$ cat config.mk
export PLATFORM = sky130hd
export DESIGN_NAME = nvsp_host
export DESIGN_NICKNAME = d
export VERILOG_FILES = /design/src/core/nvsp_pkg.sv /design/src/core/nvsp_host.sv
export VERILOG_INCLUDE_DIRS = /design/src /design/src/core
export SDC_FILE = /design/constraint.sdc
export NUM_CORES = 1
export LEC_CHECK = 0
export BUFFER_PORTS_ARGS = -buffer_cell sky130_fd_sc_hd__buf_2
export CAP_MARGIN = 20
export CORE_UTILIZATION = 47
export CTS_CLUSTER_SIZE = 28
export DETAILED_ROUTE_END_ITERATION = 6
export PLACE_DENSITY = 0.83
export SETUP_SLACK_MARGIN = 0.1
export SYNTH_ARGS = -nofsm -noshare
export SYNTH_HDL_FRONTEND = slang
export SYNTH_SLANG_ARGS = --single-unit
export TNS_END_PERCENT = 100
$ cat constraint.sdc
create_clock -name clock_in -period 2 [get_ports clock_in]
set_input_delay 0.4 -clock clock_in [delete_from_list [all_inputs] [get_ports clock_in]]
set_output_delay 0.4 -clock clock_in [all_outputs]
set_load 0.005 [all_outputs]
$ cat src/core/nvsp_params.svh
// Timing and geometry constants for the nonvolatile static memory host port
`ifndef NVSP_PARAMS_SVH
`define NVSP_PARAMS_SVH
`define NVSP_CLK_PERIOD_NS 50
`define NVSP_ADDR_W 15
`define NVSP_DATA_W 8
`define NVSP_CYCLE_FAST_NS 25
`define NVSP_CYCLE_SLOW_NS 45
`define NVSP_CYCLE_NS(slow) ((slow) ? `NVSP_CYCLE_SLOW_NS : `NVSP_CYCLE_FAST_NS)
`define NVSP_CYC_UP(ns) ((((ns) + `NVSP_CLK_PERIOD_NS - 1) / `NVSP_CLK_PERIOD_NS) < 1 ? 1 : \
    (((ns) + `NVSP_CLK_PERIOD_NS - 1) / `NVSP_CLK_PERIOD_NS))
`define NVSP_SAVE_PULSE_NS 15
`define NVSP_SEQ_PROC_US 100
`define NVSP_RESTORE_MS 20
`define NVSP_SEQ_LEN 6
`endif

$ cat src/core/nvsp_pkg.sv
// Types for the nonvolatile static memory host port
package nvsp_pkg;
    typedef enum logic [2:0] {
        NVSP_IDLE = 3'b000,
        NVSP_ACCESS = 3'b001,
        NVSP_RECOVER = 3'b010,
        NVSP_SAVE_PULSE = 3'b011,
        NVSP_BUSY_WAIT = 3'b100,
        NVSP_SEQ_WAIT = 3'b101,
        NVSP_POWER_WAIT = 3'b110
    } nvsp_state_t;
    typedef enum logic [1:0] {
        NVSP_CMD_READ = 2'b00,
        NVSP_CMD_WRITE = 2'b01,
        NVSP_CMD_SAVE = 2'b10,
        NVSP_CMD_SEQ_READ = 2'b11
    } nvsp_cmd_t;
endpackage : nvsp_pkg

$ cat src/core/nvsp_host.sv
// Host controller driving a battery-free nonvolatile static memory over its pins
`timescale 1ns/1ns
`default_nettype none
`include "nvsp_params.svh"

//////////////////////////////////////////////////////////////////////////////
module nvsp_host #(
    parameter int ADDR_W = `NVSP_ADDR_W,
    parameter int DATA_W = `NVSP_DATA_W,
    parameter bit SLOW_GRADE = 1'b0,
    parameter int RESTORE_CYC = (`NVSP_RESTORE_MS * 1000000) / `NVSP_CLK_PERIOD_NS,
    parameter int SEQ_PROC_CYC = (`NVSP_SEQ_PROC_US * 1000) / `NVSP_CLK_PERIOD_NS
) (
    input wire logic clock_in,
    input wire logic srst_in,
    input wire logic req_valid_in,
    input wire nvsp_pkg::nvsp_cmd_t req_cmd_in,
    input wire logic [ADDR_W-1:0] req_addr_in,
    input wire logic [DATA_W-1:0] req_wdata_in,
    input wire logic supply_ok_in,
    output logic req_ready_out,
    output logic resp_valid_out,
    output logic [DATA_W-1:0] resp_rdata_out,
    output logic resp_trust_out,
    output logic [ADDR_W-1:0] mem_addr_out,
    output logic chip_sel_n_out,
    output logic write_strobe_n_out,
    output logic out_strobe_n_out,
    input wire logic [DATA_W-1:0] mem_dq_in,
    output logic [DATA_W-1:0] mem_dq_out,
    output logic mem_dq_oe_n_out,
    input wire logic save_busy_pin_n_in,
    output logic save_busy_pin_n_out,
    output logic save_busy_pin_n_oe_n_out
);
    import nvsp_pkg::*;

    localparam int CYC_W = 20;
    localparam int ACC_CYC = `NVSP_CYC_UP(`NVSP_CYCLE_NS(SLOW_GRADE));
    localparam int PULSE_CYC = `NVSP_CYC_UP(`NVSP_SAVE_PULSE_NS);
    localparam int SEQ_LEN = `NVSP_SEQ_LEN;

    // Refuse widths and wait counts the logic cannot serve
    if (ADDR_W != 15 || DATA_W != 8) begin : g_bad_width
        $error("nvsp_host: bus widths must be 15 and 8");
    end
    if (RESTORE_CYC < 1 || RESTORE_CYC >= (1 << CYC_W) || SEQ_PROC_CYC < 1
        || SEQ_PROC_CYC >= (1 << CYC_W)) begin : g_bad_count
        $error("nvsp_host: wait counts out of range");
    end

    // Saturating decrement used by the cycle counter cnt_reg
    function automatic logic [CYC_W-1:0] dec_sat(input logic [CYC_W-1:0] v);
        dec_sat = (v == '0) ? '0 : v - 1'b1;
    endfunction : dec_sat

    nvsp_state_t state_reg, state_next;
    nvsp_cmd_t cmd_reg;
    logic [CYC_W-1:0] cnt_reg, cnt_next;
    logic [2:0] seq_cnt_reg;

    //////////////////////////////////////////////////////////////////////////
    // Decoding
    wire logic device_blocked = ~supply_ok_in | ~save_busy_pin_n_in;
    wire logic take = (state_reg == NVSP_IDLE) && req_valid_in && !device_blocked;
    wire logic is_write = (cmd_reg == NVSP_CMD_WRITE);
    wire logic is_seq = (cmd_reg == NVSP_CMD_SEQ_READ);
    wire logic cnt_done = (cnt_reg == '0);
    wire logic last_seq = is_seq && (seq_cnt_reg == 3'(SEQ_LEN - 1));

    // Next-state selection
    always_comb begin
        state_next = state_reg;
        cnt_next = dec_sat(cnt_reg);
        case (state_reg)
            NVSP_POWER_WAIT: begin
                // restore wait timed from supply good
                if (!supply_ok_in) cnt_next = CYC_W'(RESTORE_CYC);
                else if (cnt_done) state_next = NVSP_IDLE;
            end
            NVSP_IDLE: begin
                // hold off while device is busy or supply low
                if (!supply_ok_in) begin
                    state_next = NVSP_POWER_WAIT;
                    cnt_next = CYC_W'(RESTORE_CYC);
                end else if (take && req_cmd_in == NVSP_CMD_SAVE) begin
                    state_next = NVSP_SAVE_PULSE;
                    cnt_next = CYC_W'(PULSE_CYC - 1);
                end else if (take) begin
                    state_next = NVSP_ACCESS;
                    cnt_next = CYC_W'(ACC_CYC - 1);
                end
            end
            NVSP_ACCESS: if (cnt_done) state_next = NVSP_RECOVER;
            NVSP_RECOVER: begin
                // wait for the device to act on a finished sequence
                if (last_seq) begin
                    state_next = NVSP_SEQ_WAIT;
                    cnt_next = CYC_W'(SEQ_PROC_CYC);
                end else state_next = NVSP_IDLE;
            end
            NVSP_SAVE_PULSE: if (cnt_done) state_next = NVSP_BUSY_WAIT;
            NVSP_BUSY_WAIT: begin
                // device releases pin high; skipped save ends quickly
                if (save_busy_pin_n_in) state_next = NVSP_IDLE;
            end
            NVSP_SEQ_WAIT: begin
                // bus held idle until the wait count ends and busy pin returns high
                if (cnt_done && save_busy_pin_n_in) state_next = NVSP_IDLE;
            end
            default: state_next = NVSP_POWER_WAIT;
        endcase
    end

    // State and counters
    always_ff @(posedge clock_in) begin
        if (srst_in) begin
            state_reg <= NVSP_POWER_WAIT;
            cnt_reg <= CYC_W'(RESTORE_CYC);
        end else begin
            state_reg <= state_next;
            cnt_reg <= cnt_next;
        end
    end

    // Command capture and sequence position
    always_ff @(posedge clock_in) begin
        if (srst_in) begin
            cmd_reg <= NVSP_CMD_READ;
            seq_cnt_reg <= 3'h0;
            mem_addr_out <= '0;
            mem_dq_out <= '0;
        end else if (take) begin
            cmd_reg <= req_cmd_in;
            mem_addr_out <= req_addr_in;
            mem_dq_out <= req_wdata_in;
        end else if (state_reg == NVSP_RECOVER) begin
            if (is_seq && !last_seq) seq_cnt_reg <= seq_cnt_reg + 3'h1;
            else seq_cnt_reg <= 3'h0;
        end
    end

    //////////////////////////////////////////////////////////////////////////
    // Memory pins; address only changes in idle with select high
    wire logic in_access = (state_next == NVSP_ACCESS);
    wire logic wr_access = in_access && ((state_reg == NVSP_IDLE) ?
        (req_cmd_in == NVSP_CMD_WRITE) : is_write);
    always_ff @(posedge clock_in) begin
        if (srst_in) begin
            chip_sel_n_out <= 1'b1;
            write_strobe_n_out <= 1'b1;
            out_strobe_n_out <= 1'b1;
            mem_dq_oe_n_out <= 1'b1;
        end else begin
            // reads timed by chip select and output strobe
            // active-low strobes; write strobe high on reads
            chip_sel_n_out <= !in_access;
            write_strobe_n_out <= !wr_access;
            out_strobe_n_out <= !(in_access && !wr_access);
            mem_dq_oe_n_out <= !wr_access;
        end
    end

    // Save/busy pin: driven low only for the save pulse
    always_ff @(posedge clock_in) begin
        if (srst_in) begin
            save_busy_pin_n_out <= 1'b1;
            save_busy_pin_n_oe_n_out <= 1'b1;
        end else begin
            save_busy_pin_n_out <= 1'b0;
            save_busy_pin_n_oe_n_out <= !(state_next == NVSP_SAVE_PULSE);
        end
    end

    // Response; data sampled at end of access, sixth sequence read untrusted
    always_ff @(posedge clock_in) begin
        if (srst_in) begin
            resp_valid_out <= 1'b0;
            resp_rdata_out <= '0;
            resp_trust_out <= 1'b0;
            req_ready_out <= 1'b0;
        end else begin
            resp_valid_out <= (state_reg == NVSP_ACCESS) && cnt_done && !is_write;
            if ((state_reg == NVSP_ACCESS) && cnt_done && !is_write) begin
                resp_rdata_out <= mem_dq_in;
                resp_trust_out <= !last_seq;
            end
            req_ready_out <= (state_next == NVSP_IDLE);
        end
    end

    //////////////////////////////////////////////////////////////////////////
    // Checks
    // Lengths of the current select and save pulse, saturating
    logic [3:0] sel_len_reg;
    logic [3:0] pulse_len_reg;
    always_ff @(posedge clock_in) begin
        if (srst_in) begin
            sel_len_reg <= 4'h0;
            pulse_len_reg <= 4'h0;
        end else begin
            sel_len_reg <= chip_sel_n_out ? 4'h0 : sel_len_reg + {3'h0, sel_len_reg != 4'hf};
            pulse_len_reg <= save_busy_pin_n_oe_n_out ? 4'h0 :
                pulse_len_reg + {3'h0, pulse_len_reg != 4'hf};
        end
    end
    a_access_len: assert property (@(posedge clock_in) disable iff (srst_in)
        $rose(chip_sel_n_out) |-> (sel_len_reg >= 4'(ACC_CYC)))
        else $error("access shorter than cycle time");
    // write strobe high with output strobe low
    a_read_we_high: assert property (@(posedge clock_in) disable iff (srst_in)
        !out_strobe_n_out |-> write_strobe_n_out)
        else $error("write strobe low during read");
    a_save_pulse: assert property (@(posedge clock_in) disable iff (srst_in)
        $rose(save_busy_pin_n_oe_n_out) |-> (pulse_len_reg >= 4'(PULSE_CYC)))
        else $error("save pulse too short");
    a_busy_idle: assert property (@(posedge clock_in) disable iff (srst_in)
        !chip_sel_n_out |-> save_busy_pin_n_oe_n_out)
        else $error("save pin driven during access");
    a_addr_stable: assert property (@(posedge clock_in) disable iff (srst_in)
        (!chip_sel_n_out && !$past(chip_sel_n_out)) |-> $stable(mem_addr_out))
        else $error("address moved while selected");
    a_no_low_access: assert property (@(posedge clock_in) disable iff (srst_in)
        (!supply_ok_in && state_reg == NVSP_IDLE) |=> chip_sel_n_out)
        else $error("access started on low supply");
    // write strobe high through sequence reads
    a_seq_we_high: assert property (@(posedge clock_in) disable iff (srst_in)
        (is_seq && !chip_sel_n_out) |-> write_strobe_n_out)
        else $error("write strobe low in sequence");
    a_seq_lock: assert property (@(posedge clock_in) disable iff (srst_in)
        (state_reg == NVSP_SEQ_WAIT) |=> chip_sel_n_out)
        else $error("bus used during sequence wait");
endmodule : nvsp_host
`default_nettype wire

== Yosys cells after proc, flatten, opt, wreduce, memory -nomap -nowiden ==
Cells that the tools add are included.

* Add/subtract/negate cells: 2
* Equality and inequality tests: 13
* Mux-type cells: 21
* Bitwise operators: 4
* Reduce and logical (&&, ||, !) cells: 21

{| class="wikitable"
|+ Operators by type and width
! operator !! count
|-
| $mux W20 || 6
|-
| $pmux W20 S3 || 1
|-
| $mux W3 || 11
|-
| $pmux W3 S7 || 1
|-
| $logic_not A20 Y1 || 1
|-
| $sub A20 B1 Y20 const B || 1
|-
| $eq A3 B3 Y1 const B || 4
|-
| $logic_and A1 B1 Y1 || 10
|-
| $eq A3 B2 Y1 const B || 3
|-
| $logic_not A1 Y1 || 7
|-
| $eq A3 B1 Y1 const B || 2
|-
| $logic_not A3 Y1 || 2
|-
| $eq A2 B1 Y1 const B || 2
|-
| $eq A2 B2 Y1 const B || 2
|-
| $add A3 B1 Y3 const B || 1
|-
| $not A1 Y1 || 3
|-
| $mux W1 || 2
|-
| $reduce_and A2 Y1 || 1
|-
| $or A1 B1 Y1 || 1
|}

* Bits in registers: 67
* Input bits: 38
* Output and inout port bits: 40
* Word-level logic and storage cells: 76

== Longest topological paths before layout ==
Gate-level depths: netlist of run 1.

* Word-level depth: 13
* Gate-level depth with buffers: 9
* Mapped depth without buffers: 7

== Worst setup path before layout of run 1 ==
Ideal clock, no wire load.

* Kind: register -> register
* From: register cnt_reg[0]
* To: register mem_dq_oe_n_out
* Library setup time: 0.151 ns
* Arrival time: 1.773 ns
* Required time: 1.849 ns
* Slack: 0.077 ns
* Stages on the path, launching flop included: 9
* Path buffers: 1
* Period minus slack after synthesis: 1.923 ns
* Cell sequence: dfxtp_1 inv_1 ha_1 nor4b_1 and4b_1 clkbuf_1 and3_1 o21ai_0 nand4_1

* Word-level cells in the longest chain between the ends: 7
* Elaborated cells on any way between the ends: 11
* Classes of those cells: eq/ne (1); mux (6); reduce/logical (4)

{| class="wikitable"
|+ RTL lines
! item !! line !! source
|-
| from (decl) || nvsp_host.sv:59 || <nowiki>logic [CYC_W-1:0] cnt_reg, cnt_next;</nowiki>
|-
| from (signal assigned) || nvsp_host.sv:119 || <nowiki>cnt_reg <= CYC_W'(RESTORE_CYC);</nowiki>
|-
| from (signal assigned) || nvsp_host.sv:122 || <nowiki>cnt_reg <= cnt_next;</nowiki>
|-
| $logic_not A20 Y1 * || nvsp_host.sv:68 || <nowiki>wire logic cnt_done = (cnt_reg == '0);</nowiki>
|-
| $mux W3 / $logic_and A1 B1 Y1 (equally long branches) || nvsp_host.sv:79, nvsp_host.sv:109 ||
|-
| $mux W3 (on tied branches) || nvsp_host.sv:78, nvsp_host.sv:109 ||
|-
| $pmux W3 S7 * || nvsp_host.sv:75 || <nowiki>case (state_reg)</nowiki>
|-
| $eq A3 B1 Y1 * || nvsp_host.sv:145 || <nowiki>wire logic in_access = (state_next == NVSP_ACCESS);</nowiki>
|-
| $logic_and A1 B1 Y1 * || nvsp_host.sv:146 || <nowiki>wire logic wr_access = in_access && ((state_reg == NVSP_IDLE) ?</nowiki>
|-
| $logic_not A1 Y1 * || nvsp_host.sv:160 || <nowiki>mem_dq_oe_n_out <= !wr_access;</nowiki>
|-
| to (signal assigned) || nvsp_host.sv:160 ||
|-
| to (decl) || nvsp_host.sv:31 || <nowiki>output logic mem_dq_oe_n_out,</nowiki>
|}

Every way passes the cells marked *; elsewhere a longest branch is shown, timed or not.
A chain may end at the register's enable or synchronous reset.

== Worst setup path in the final report of run 1 ==
* From: register cnt_reg[6]
* To: register cnt_reg[18]

* Word-level cells in the longest chain between the ends: 6
* Elaborated cells on any way between the ends: 9
* Classes of those cells: add/sub (1); mux (7); reduce/logical (1)

{| class="wikitable"
|+ RTL lines
! item !! line !! source
|-
| $sub A20 B1 Y20 / $logic_not A20 Y1 (equally long branches) || nvsp_host.sv:54 || <nowiki>dec_sat = (v == '0) ? '0 : v - 1'b1;</nowiki>
|-
| $mux W20 * || nvsp_host.sv:54 ||
|-
| $mux W20 || nvsp_host.sv:89 || <nowiki>end else if (take) begin</nowiki>
|-
| $mux W20 || nvsp_host.sv:86 || <nowiki>end else if (take && req_cmd_in == NVSP_CMD_SAVE) begin</nowiki>
|-
| $mux W20 || nvsp_host.sv:83 || <nowiki>if (!supply_ok_in) begin</nowiki>
|-
| $pmux W20 S3 * || nvsp_host.sv:75 ||
|}

Marks and branches as above.

==> results of run 1 <==
==> synthesized netlist by cell type (all sizes together) (2+ instances only) <==
library cell	number
a41oi	2
inv	7
or4	2
ha	4
a31oi	2
o31ai	2
nand2	63
dfxtp	67
mux2i	8
nor3	4
nand3	5
clkbuf	15
and2	2
nor2	35
nand3b	4
xnor2	7
nand4b	3
nand4	7
o21ai	9
buf	4
a21oi	33
nor4	5
nor4b	2
nor3b	6
nand2b	4
xor2	11
a211oi	2
and3	3
nor2b	3
==> kinds of logic after synthesis <==
group,count (synthesis),share of synthesized area (%)
mux,8,2.78
flops,67,46.5
fa+ha+maj,4,1.74
simple gates,153,27.5
buf+inv,26,3.86
xor+xnor,18,5.47
compound gates,58,12.1
==> worst reg2reg max path, cell delays in order, from the launching register on <==
cell	delay (ns)
dfxtp_4	0.35
or4_4	0.54
buf_6	0.15
nor4b_4	0.20
buf_4	0.19
nand4b_1	0.13
xor2_1	0.18
o21ai_1	0.07
==> worst paths after layout <==
check / start / end / slack (ns) / cells after the start
setup / recovery: cnt_reg[6] / cnt_reg[18] / 0.07 / 7
hold / removal: req_wdata_in[4] / mem_dq_out[4] / 0.28 / 3
setup reg to reg: cnt_reg[6] / cnt_reg[18] / 0.07 / 7
hold reg to reg: mem_addr_out[8] / mem_addr_out[8] / 0.45 / 2
==> repair_timing <==
item                       CTS  global route
setup endpoints to repair   36            34
resized for setup            5            13
setup buffers                1             3
gates cloned                 0             0
hold endpoints to repair     0             0
pin swaps                    2             9
==> area by class of cell <==
cell class                      instances  area, um^2  area share (%)
Inverter                                7        26.3           0.705
Clock buffer                           10         138            3.69
Multi-Input combinational cell        241        1490            40.0
Sequential cell                        67        1350            36.1
Clock inverter                          6        72.6            1.95
Tap cell                               75        93.8            2.52
Timing Repair Buffer                   98         563            15.1
==> where the power goes <==
group / internal (uW) / switching (uW)
registers: 1470 / 160
logic: 659 / 594
clock network: 622 / 549
total: 2750 / 1300
==> metrics by stage <==
step | instance area, um^2 | power [uW] | cells
floorplan | 2880 | 2400 | 334
global placement | 3400 | 2720 | 484
detailed placement | 3400 | 2760 | 484
CTS | 3650 | 3970 | 501
global route | 3730 | 4300 | 504
finish | 3730 | 4050 | 504
==> per-layer routing <==
layer | wire [um] | up-vias | GRT usage [%]
li1 | - | 1320 | -
met1 | 2820 | 1254 | 23.8
met2 | 3180 | 71 | 34.1
met3 | 392 | 7 | 8.86
met4 | 64 | 0 | 6.79
met5 | 0 | - | 0
==> impl_metrics.ini, run 1 <==
[critical_path]
start_kind = flop
slowest_delay_ns = 0.54
slowest_stage = or4_4
crit_chain = or4_4 -> buf_6 -> nor4b_4 -> buf_4 -> nand4b_1 -> xor2_1 -> o21ai_1
crit_path_end_kind = flop
required_ns = 2.21
path_buf_inv = 2
crit_type = reg2reg
crit_family = simple AND/OR/NAND/NOR gates
crit_path_max_fanout = 5
crit_arrival_ns = 2.14

[timing]
setup_viol = 0
max_slew_margin_pct = 65.4
setup_ws_ns = 0.0718
tns_ns = 0
clock_skew_ns = 0.00892
period_share_pct = 96.4
hold_viol = 0
whs_ns = 0.280
layout_min_cycle_time_ns = 1.93
tightest_slew_ns = 0.518
max_freq_mhz = 519
drv_slew = 0
rsz0062_at_grt = yes

[detailed_routing]
drtIter0Drc = 102
wl_mm = 6.45
drc = 0
num_vias = 2652
drtAntennaViolNets = 0
wl_per_cell_um = 12.8
drt_first_pass_iters = 4
viasPerCell = 5.26

[clock_network]
cts_tree = done
ctsRootBufferMaster = clkbuf_8
htree_levels = 3
cts_hold_buf = 0
clockBufferDepth = 2
cts_buffers = 9
clock_sinks = 67
cts.reportedPaths.clkPinSlew_ns = 0.08
clk_latency_ns = 0.35

[placement]
port_buffers = 77
hpwlAfterDp_mm = 4.53
gp_congestion = 0.912
preCtsSetupSlack_ns = -0.0378

[global_routing]
antenna_found_initial = 0
grt.overflow.total = 0
grt_max_degree = 34
grt_use_total_pct = 20.6
grt_pass1_vias = 2417
grt_pass1_wl_mm = 10.2

[layout]
final_cell_mix = buf_2, dfxtp_1, nand2_1
nFillCells = 498
fin_nets = 466
largest_register_ffs = 20
layout_commonest_cell = buf_2
syn2layout_area_growth_pct = 29.4
diodes = 0
fin_util_pct = 63.0
layout-drive-gt1-share_pct = 32.2

[pwr]
p_leak_uw = 0.00160
ir_worst_vdd_mv = 0.612
power_density_nw_per_um2 = 1090

[die]
ios = 78
die_h_um = 80.3
dieWidth_um = 80.3
dieArea_um2 = 6450
core_area_um2 = 5920
initial_core_util_pct = 48.7
rows = 28

[logic_synthesis]
syn_nets = 376
syn_area_um2 = 2880
synthFlopType = dfxtp_1
yosys.area.top_type = dfxtp_1
ys_warn_count = 0
yosysSeqAreaShare_pct = 46.5
synth-seq-cells = 67
async_flop_share_pct = 0
synthCells = 334
synth_edf_count = 0
ys_top_cells_by_area = dfxtp_1, nand2_1, a21oi_1
yosysUniqueCellTypes = 52
avgSynthCellArea_um2 = 8.63
synth.top_cell.area_share_pct = 46.5

[flow_run]
cap_violations = 0

[hold_path]
hold_path.class = in2reg

[outcome]
status = finished clean
Note: power is estimated with default switching activity, not from simulation.
==> run 2: changes to the inputs <==
--- a/config.mk
+++ b/config.mk
@@ -6,12 +6,13 @@
 export SDC_FILE = /design/constraint.sdc
 export NUM_CORES = 1
 export LEC_CHECK = 0
+export ABC_AREA = 1
 export BUFFER_PORTS_ARGS = -buffer_cell sky130_fd_sc_hd__buf_2
 export CAP_MARGIN = 20
 export CORE_UTILIZATION = 47
 export CTS_CLUSTER_SIZE = 28
 export DETAILED_ROUTE_END_ITERATION = 6
-export PLACE_DENSITY = 0.83
+export PLACE_DENSITY = 0.82
 export SETUP_SLACK_MARGIN = 0.1
 export SYNTH_ARGS = -nofsm -noshare
 export SYNTH_HDL_FRONTEND = slang
==> impl_metrics.ini, run 2 <==
[die]
rows = 28
die_h_um = 81.0
core_area_um2 = 5960
ios = 78
dieWidth_um = 81.0
dieArea_um2 = 6550
initial_core_util_pct = 49.2

[logic_synthesis]
synth-seq-cells = 67
synthFlopType = dfxtp_1
avgSynthCellArea_um2 = 7.65
yosysSeqAreaShare_pct = 45.8
yosysMostFrequentCell = nor2_1
synth.top_cell.area_share_pct = 45.8
ys_warn_count = 0
synth_edf_count = 0
syn_area_um2 = 2930
ys_top_cells_by_area = dfxtp_1, nor2_1, o21ai_0
syn_nets = 425
synthCells = 383
yosys.area.top_type = dfxtp_1
synth_commonest_cells = nor2_1, dfxtp_1, nand2_1
async_flop_share_pct = 0
yosysUniqueCellTypes = 31

[timing]
setup_viol = 0
tightest_slew_ns = 0.463
max_freq_mhz = 602
tns_ns = 0
clock_skew_ns = 0.00620
hold_viol = 0
max_slew_margin_pct = 68.9
rsz0062_at_grt = no
setup_ws_ns = 0.339
layout_min_cycle_time_ns = 1.66
drv_slew = 0
period_share_pct = 83.0

[detailed_routing]
dr_wl_met3_um = 497
routed.top_layer = met4
met1_length_mm = 2.94
num_vias = 2733
drtIter0Drc = 205
drt_first_pass_iters = 4
viasPerCell = 5.02
wl_per_cell_um = 12.0
drc = 0
met2_length_mm = 2.95
drtAntennaViolNets = 0
wl_mm = 6.55

[global_routing]
grt_max_degree = 26
grt.overflow.total = 0
grt_pass1_vias = 2488
grt_pass1_wl_mm = 10.9
grt_use_total_pct = 21.7
antenna_found_initial = 0

[layout]
syn2layout_area_growth_pct = 21.4
fin_nets = 507
diodes = 0
layout-drive-gt1-share_pct = 28.4
final_cell_mix = nor2_1, buf_2, dfxtp_1
largest_register_ffs = 20
nFillCells = 541
fin_cells = 544
layout_commonest_cell = nor2_1
stdcell_area_um2 = 3560

[placement]
dp.cells = 529
post_dp_cell_area_um2 = 3380
hpwlAfterDp_mm = 4.82
preCtsSetupSlack_ns = 0.370
gp_congestion = 0.878
port_buffers = 77

[critical_path]
crit_family = simple AND/OR/NAND/NOR gates
crit_path_end_kind = flop
crit_chain = inv_1 -> ha_1 -> nand2_1 -> nor2_4 -> nand3_2 -> buf_4 -> nand2_1 -> a21oi_1 -> o21ai_0 -> nand2_1
required_ns = 2.23
critPathMostFrequentCell = nand2_1
crit_path_max_fanout = 8
slowest_stage = dfxtp_1
crit_type = reg2reg
slowest_delay_ns = 0.32
path_buf_inv = 2
start_kind = flop
crit_arrival_ns = 1.89

[hold_path]
hold_path.class = in2reg

[clock_network]
cts_buffers = 9
post_cts_resized = 0
cts_setup_buffers = 0
ctsRootBufferMaster = clkbuf_8
cts_tree = done
cts_hold_buf = 0
clockBufferDepth = 2
clock_sinks = 67
htree_levels = 3
clk_latency_ns = 0.34
cts.reportedPaths.clkPinSlew_ns = 0.07

[pwr]
ir_worst_vdd_mv = 0.460
power_density_nw_per_um2 = 763
p_leak_uw = 0.00176

[outcome]
status = finished clean

[flow_run]
cap_violations = 0
-- run 2: changes by cell type in the layout (fill, tap and decap cells not counted), moves of 6 or more --
| cell | before | now |
|---|---|---|
| mux2i_1 | 8 | 0 |
| buf_4 | 18 | 6 |
| nor2_1 | 35 | 105 |
| nor2_2 | 0 | 10 |
| inv_1 | 6 | 25 |
| nand3_1 | 5 | 11 |
| o21ai_1 | 2 | 10 |
| nand2_1 | 62 | 41 |
| o21ai_0 | 6 | 34 |
| a21oi_1 | 33 | 11 |
-- run 2: worst paths after layout --
path	depth (start not counted)	start	to	slack [ns]
worst max-delay path	10	cnt_reg[0]	cnt_reg[17]	0.34
worst min-delay path	3	req_wdata_in[5]	mem_dq_out[5]	0.28
worst max register to register	10	cnt_reg[0]	cnt_reg[17]	0.34
worst min register to register	1	cnt_reg[0]	cnt_reg[0]	0.44
-- run 2: worst register-to-register path, cell delays in order (launching register included) --
cell	delay (ns)
dfxtp_1	0.32
inv_1	0.11
ha_1	0.16
nand2_1	0.08
nor2_4	0.17
nand3_2	0.18
buf_4	0.23
nand2_1	0.11
a21oi_1	0.06
o21ai_0	0.07
nand2_1	0.06
-- run 2: cells by family after synthesis --
logic type | Yosys count | share of synthesized area, %
AND/OR/NAND/NOR | 193 | 29.8
flip-flops | 67 | 45.8
AO/OA/AOI/OAI | 62 | 12.0
buffers and inverters | 43 | 6.53
XOR/XNOR | 14 | 4.18
adder cells (fa/ha/maj) | 4 | 1.71
-- run 2: per-layer routing --
layer / vias to the layer above / GRT usage [%]
li1: 1384 / -
met1: 1246 / 27.0
met2: 89 / 32.9
met3: 14 / 6.29
met4: 0 / 13.4
met5: - / 0
-- run 2: final cells by class --
type,count,area [um^2],share of cell area (%)
clock buffers,13,169,4.75
clock inverters,2,10.0,0.281
inverters,31,116,3.27
multi-input cells,273,1400,39.3
flip-flops and latches,67,1340,37.7
well taps,75,93.8,2.64
repair buffers,83,430,12.1
-- run 2: power by group --
part / switching [uW] / internal (uW) / total (uW) / leakage [uW]
Sequential: 31.6 / 1370 / 1400 / 0.000542
Combinational: 168 / 125 / 292 / 0.00112
Clock: 481 / 541 / 1020 / 0.0000953
-- run 2: metrics by stage --
stage,power (uW),hold slack (ns),utilization (%)
after global routing,2830,0.276,59.7
after floorplan,1630,0.414,-
after global placement,1710,0.426,56.7
final,2720,0.283,59.7
after detailed placement,1720,0.435,56.7
after CTS,2730,0.272,59.7
==> run 3: changes to the inputs <==
--- a/config.mk
+++ b/config.mk
@@ -6,13 +6,13 @@
 export SDC_FILE = /design/constraint.sdc
 export NUM_CORES = 1
 export LEC_CHECK = 0
-export ABC_AREA = 1
+export ABC_AREA = 0
 export BUFFER_PORTS_ARGS = -buffer_cell sky130_fd_sc_hd__buf_2
 export CAP_MARGIN = 20
 export CORE_UTILIZATION = 47
 export CTS_CLUSTER_SIZE = 28
 export DETAILED_ROUTE_END_ITERATION = 6
-export PLACE_DENSITY = 0.82
+export PLACE_DENSITY = 0.83
 export SETUP_SLACK_MARGIN = 0.1
 export SYNTH_ARGS = -nofsm -noshare
 export SYNTH_HDL_FRONTEND = slang
==> constraint.sdc (replaced) <==
create_clock -name clock_in -period 1.5 [get_ports clock_in]
set_input_delay 0.3 -clock clock_in [delete_from_list [all_inputs] [get_ports clock_in]]
set_output_delay 0.3 -clock clock_in [all_outputs]
set_load 0.005 [all_outputs]
==> impl_metrics.ini, run 3 (synthesis results as in run 1) <==
[detailed_routing]
met1_length_mm = 4.04
wl_mm = 10.7
viasPerCell = 5.77
dr_wl_met3_um = 726
wl_per_cell_um = 19.0
num_vias = 3252
routed.top_layer = met4
met2_length_mm = 5.41
drtIter0Drc = 297
drc = 0
drt_first_pass_iters = 5
drtAntennaViolNets = 0

[outcome]
violations = setup timing
status = finished, violations left

[critical_path]
start_kind = flop
crit_path_max_fanout = 3
crit_arrival_ns = 2.30
crit_path_end_kind = flop
required_ns = 1.76
r2r_cells = 7
crit_type = reg2reg

[clock_network]
ctsRootBufferMaster = clkbuf_8
clockBufferDepth = 2
clock_sinks = 67
clk_latency_ns = 0.34
cts_tree = done
cts_buffers = 9
htree_levels = 3
cts.reportedPaths.clkPinSlew_ns = 0.08

[pwr]
power_density_nw_per_um2 = 1400
p_leak_uw = 0.00211
ir_worst_vdd_mv = 0.836

[timing]
period_share_pct = 136
rsz0062_at_grt = yes
drv_slew = 0
hold_viol = 0
max_slew_margin_pct = 46.5
clock_skew_ns = 0.0115
max_freq_mhz = 489
layout_min_cycle_time_ns = 2.05
setup_ws_ns = -0.545
tightest_slew_ns = 0.790
setup_viol = 63

[die]
rows = 28
dieArea_um2 = 6450
dieWidth_um = 80.3
ios = 78
initial_core_util_pct = 48.7
die_h_um = 80.3
core_area_um2 = 5920

[placement]
port_buffers = 77
preCtsSetupSlack_ns = -0.476
post_dp_cell_area_um2 = 3780
gp_congestion = 0.864
hpwlAfterDp_mm = 5.01

[hold_path]
hold_path.class = in2reg
min_path_cells = 3

[global_routing]
grt_pass1_wl_mm = 14.1
antenna_found_initial = 0
grt.overflow.total = 0
grt_pass1_vias = 3001
grt_use_total_pct = 29.5
grt_max_degree = 37

[flow_run]
cap_violations = 0

[layout]
final_cell_mix = buf_2, buf_4, dfxtp_1
largest_register_ffs = 20
syn2layout_area_growth_pct = 65.9
stdcell_area_um2 = 4780
layout-drive-gt1-share_pct = 56.6
diodes = 0
layout_commonest_cell = buf_2
fin_nets = 528
-- run 3: worst max-delay path, cell delays in order, from the launching register on --
cell     delay (ns)
dfxtp_2        0.33
or4_4          0.57
buf_12         0.15
nor4b_4        0.28
buf_4          0.20
nand2_2        0.07
xor2_1         0.17
o21ai_1        0.20
-- run 3: per-layer routing --
layer	up-vias	GRT usage, %
met5	-	0
met4	0	22.9
met3	56	5.57
met2	202	49.9
met1	1551	32.3
li1	1443	-
-- run 3: repair_timing --
item / 4_1_cts / 5_1_grt
hold buffers: 0 / 0
gates cloned: 3 / 1
endpoints found under the setup margin: 63 / 63
gates resized for setup: 93 / 44
pin swaps: 30 / 26
buffers inserted: 10 / 8
-- run 3: metrics by stage --
stage               power (uW)  utilization [%]  cells  TNS (ns)  hold slack [ns]
finish                    6690             80.7    564    -16.14            0.186
global route              6930             80.7    564    -19.47            0.180
CTS                       6220             75.4    555    -10.43            0.176
detailed placement        4140             63.8    528    -13.25            0.445
global placement          4060             63.8    528    -11.17            0.439
floorplan                 3230                -    334    -10.73            0.328
-- run 3: where the power goes --
group	internal (uW)	total, uW	switching (uW)	leakage (uW)
logic	1510	2920	1410	0.00147
registers	1980	2140	159	0.000543
clock network	915	1630	718	0.0000972
total	4400	6690	2280	0.00211
-- run 3: cell type report --
cell class                 count  area (um^2)
fill                         333         1140
clock buffer                   9          124
inverter                       7         26.3
tap                           75         93.8
timing repair buffer         159         1160
sequential                    67         1350
clock inverter                 5         80.1
multi-input combinational    242         1940
-- run 3: final timing paths --
path / end / slack (ns) / from
min reg2reg: mem_dq_out[6] / 0.46 / mem_dq_out[6]
max: cnt_reg[12] / -0.55 / cnt_reg[7]
min: mem_addr_out[12] / 0.19 / req_addr_in[12]
max reg2reg: cnt_reg[12] / -0.55 / cnt_reg[7]
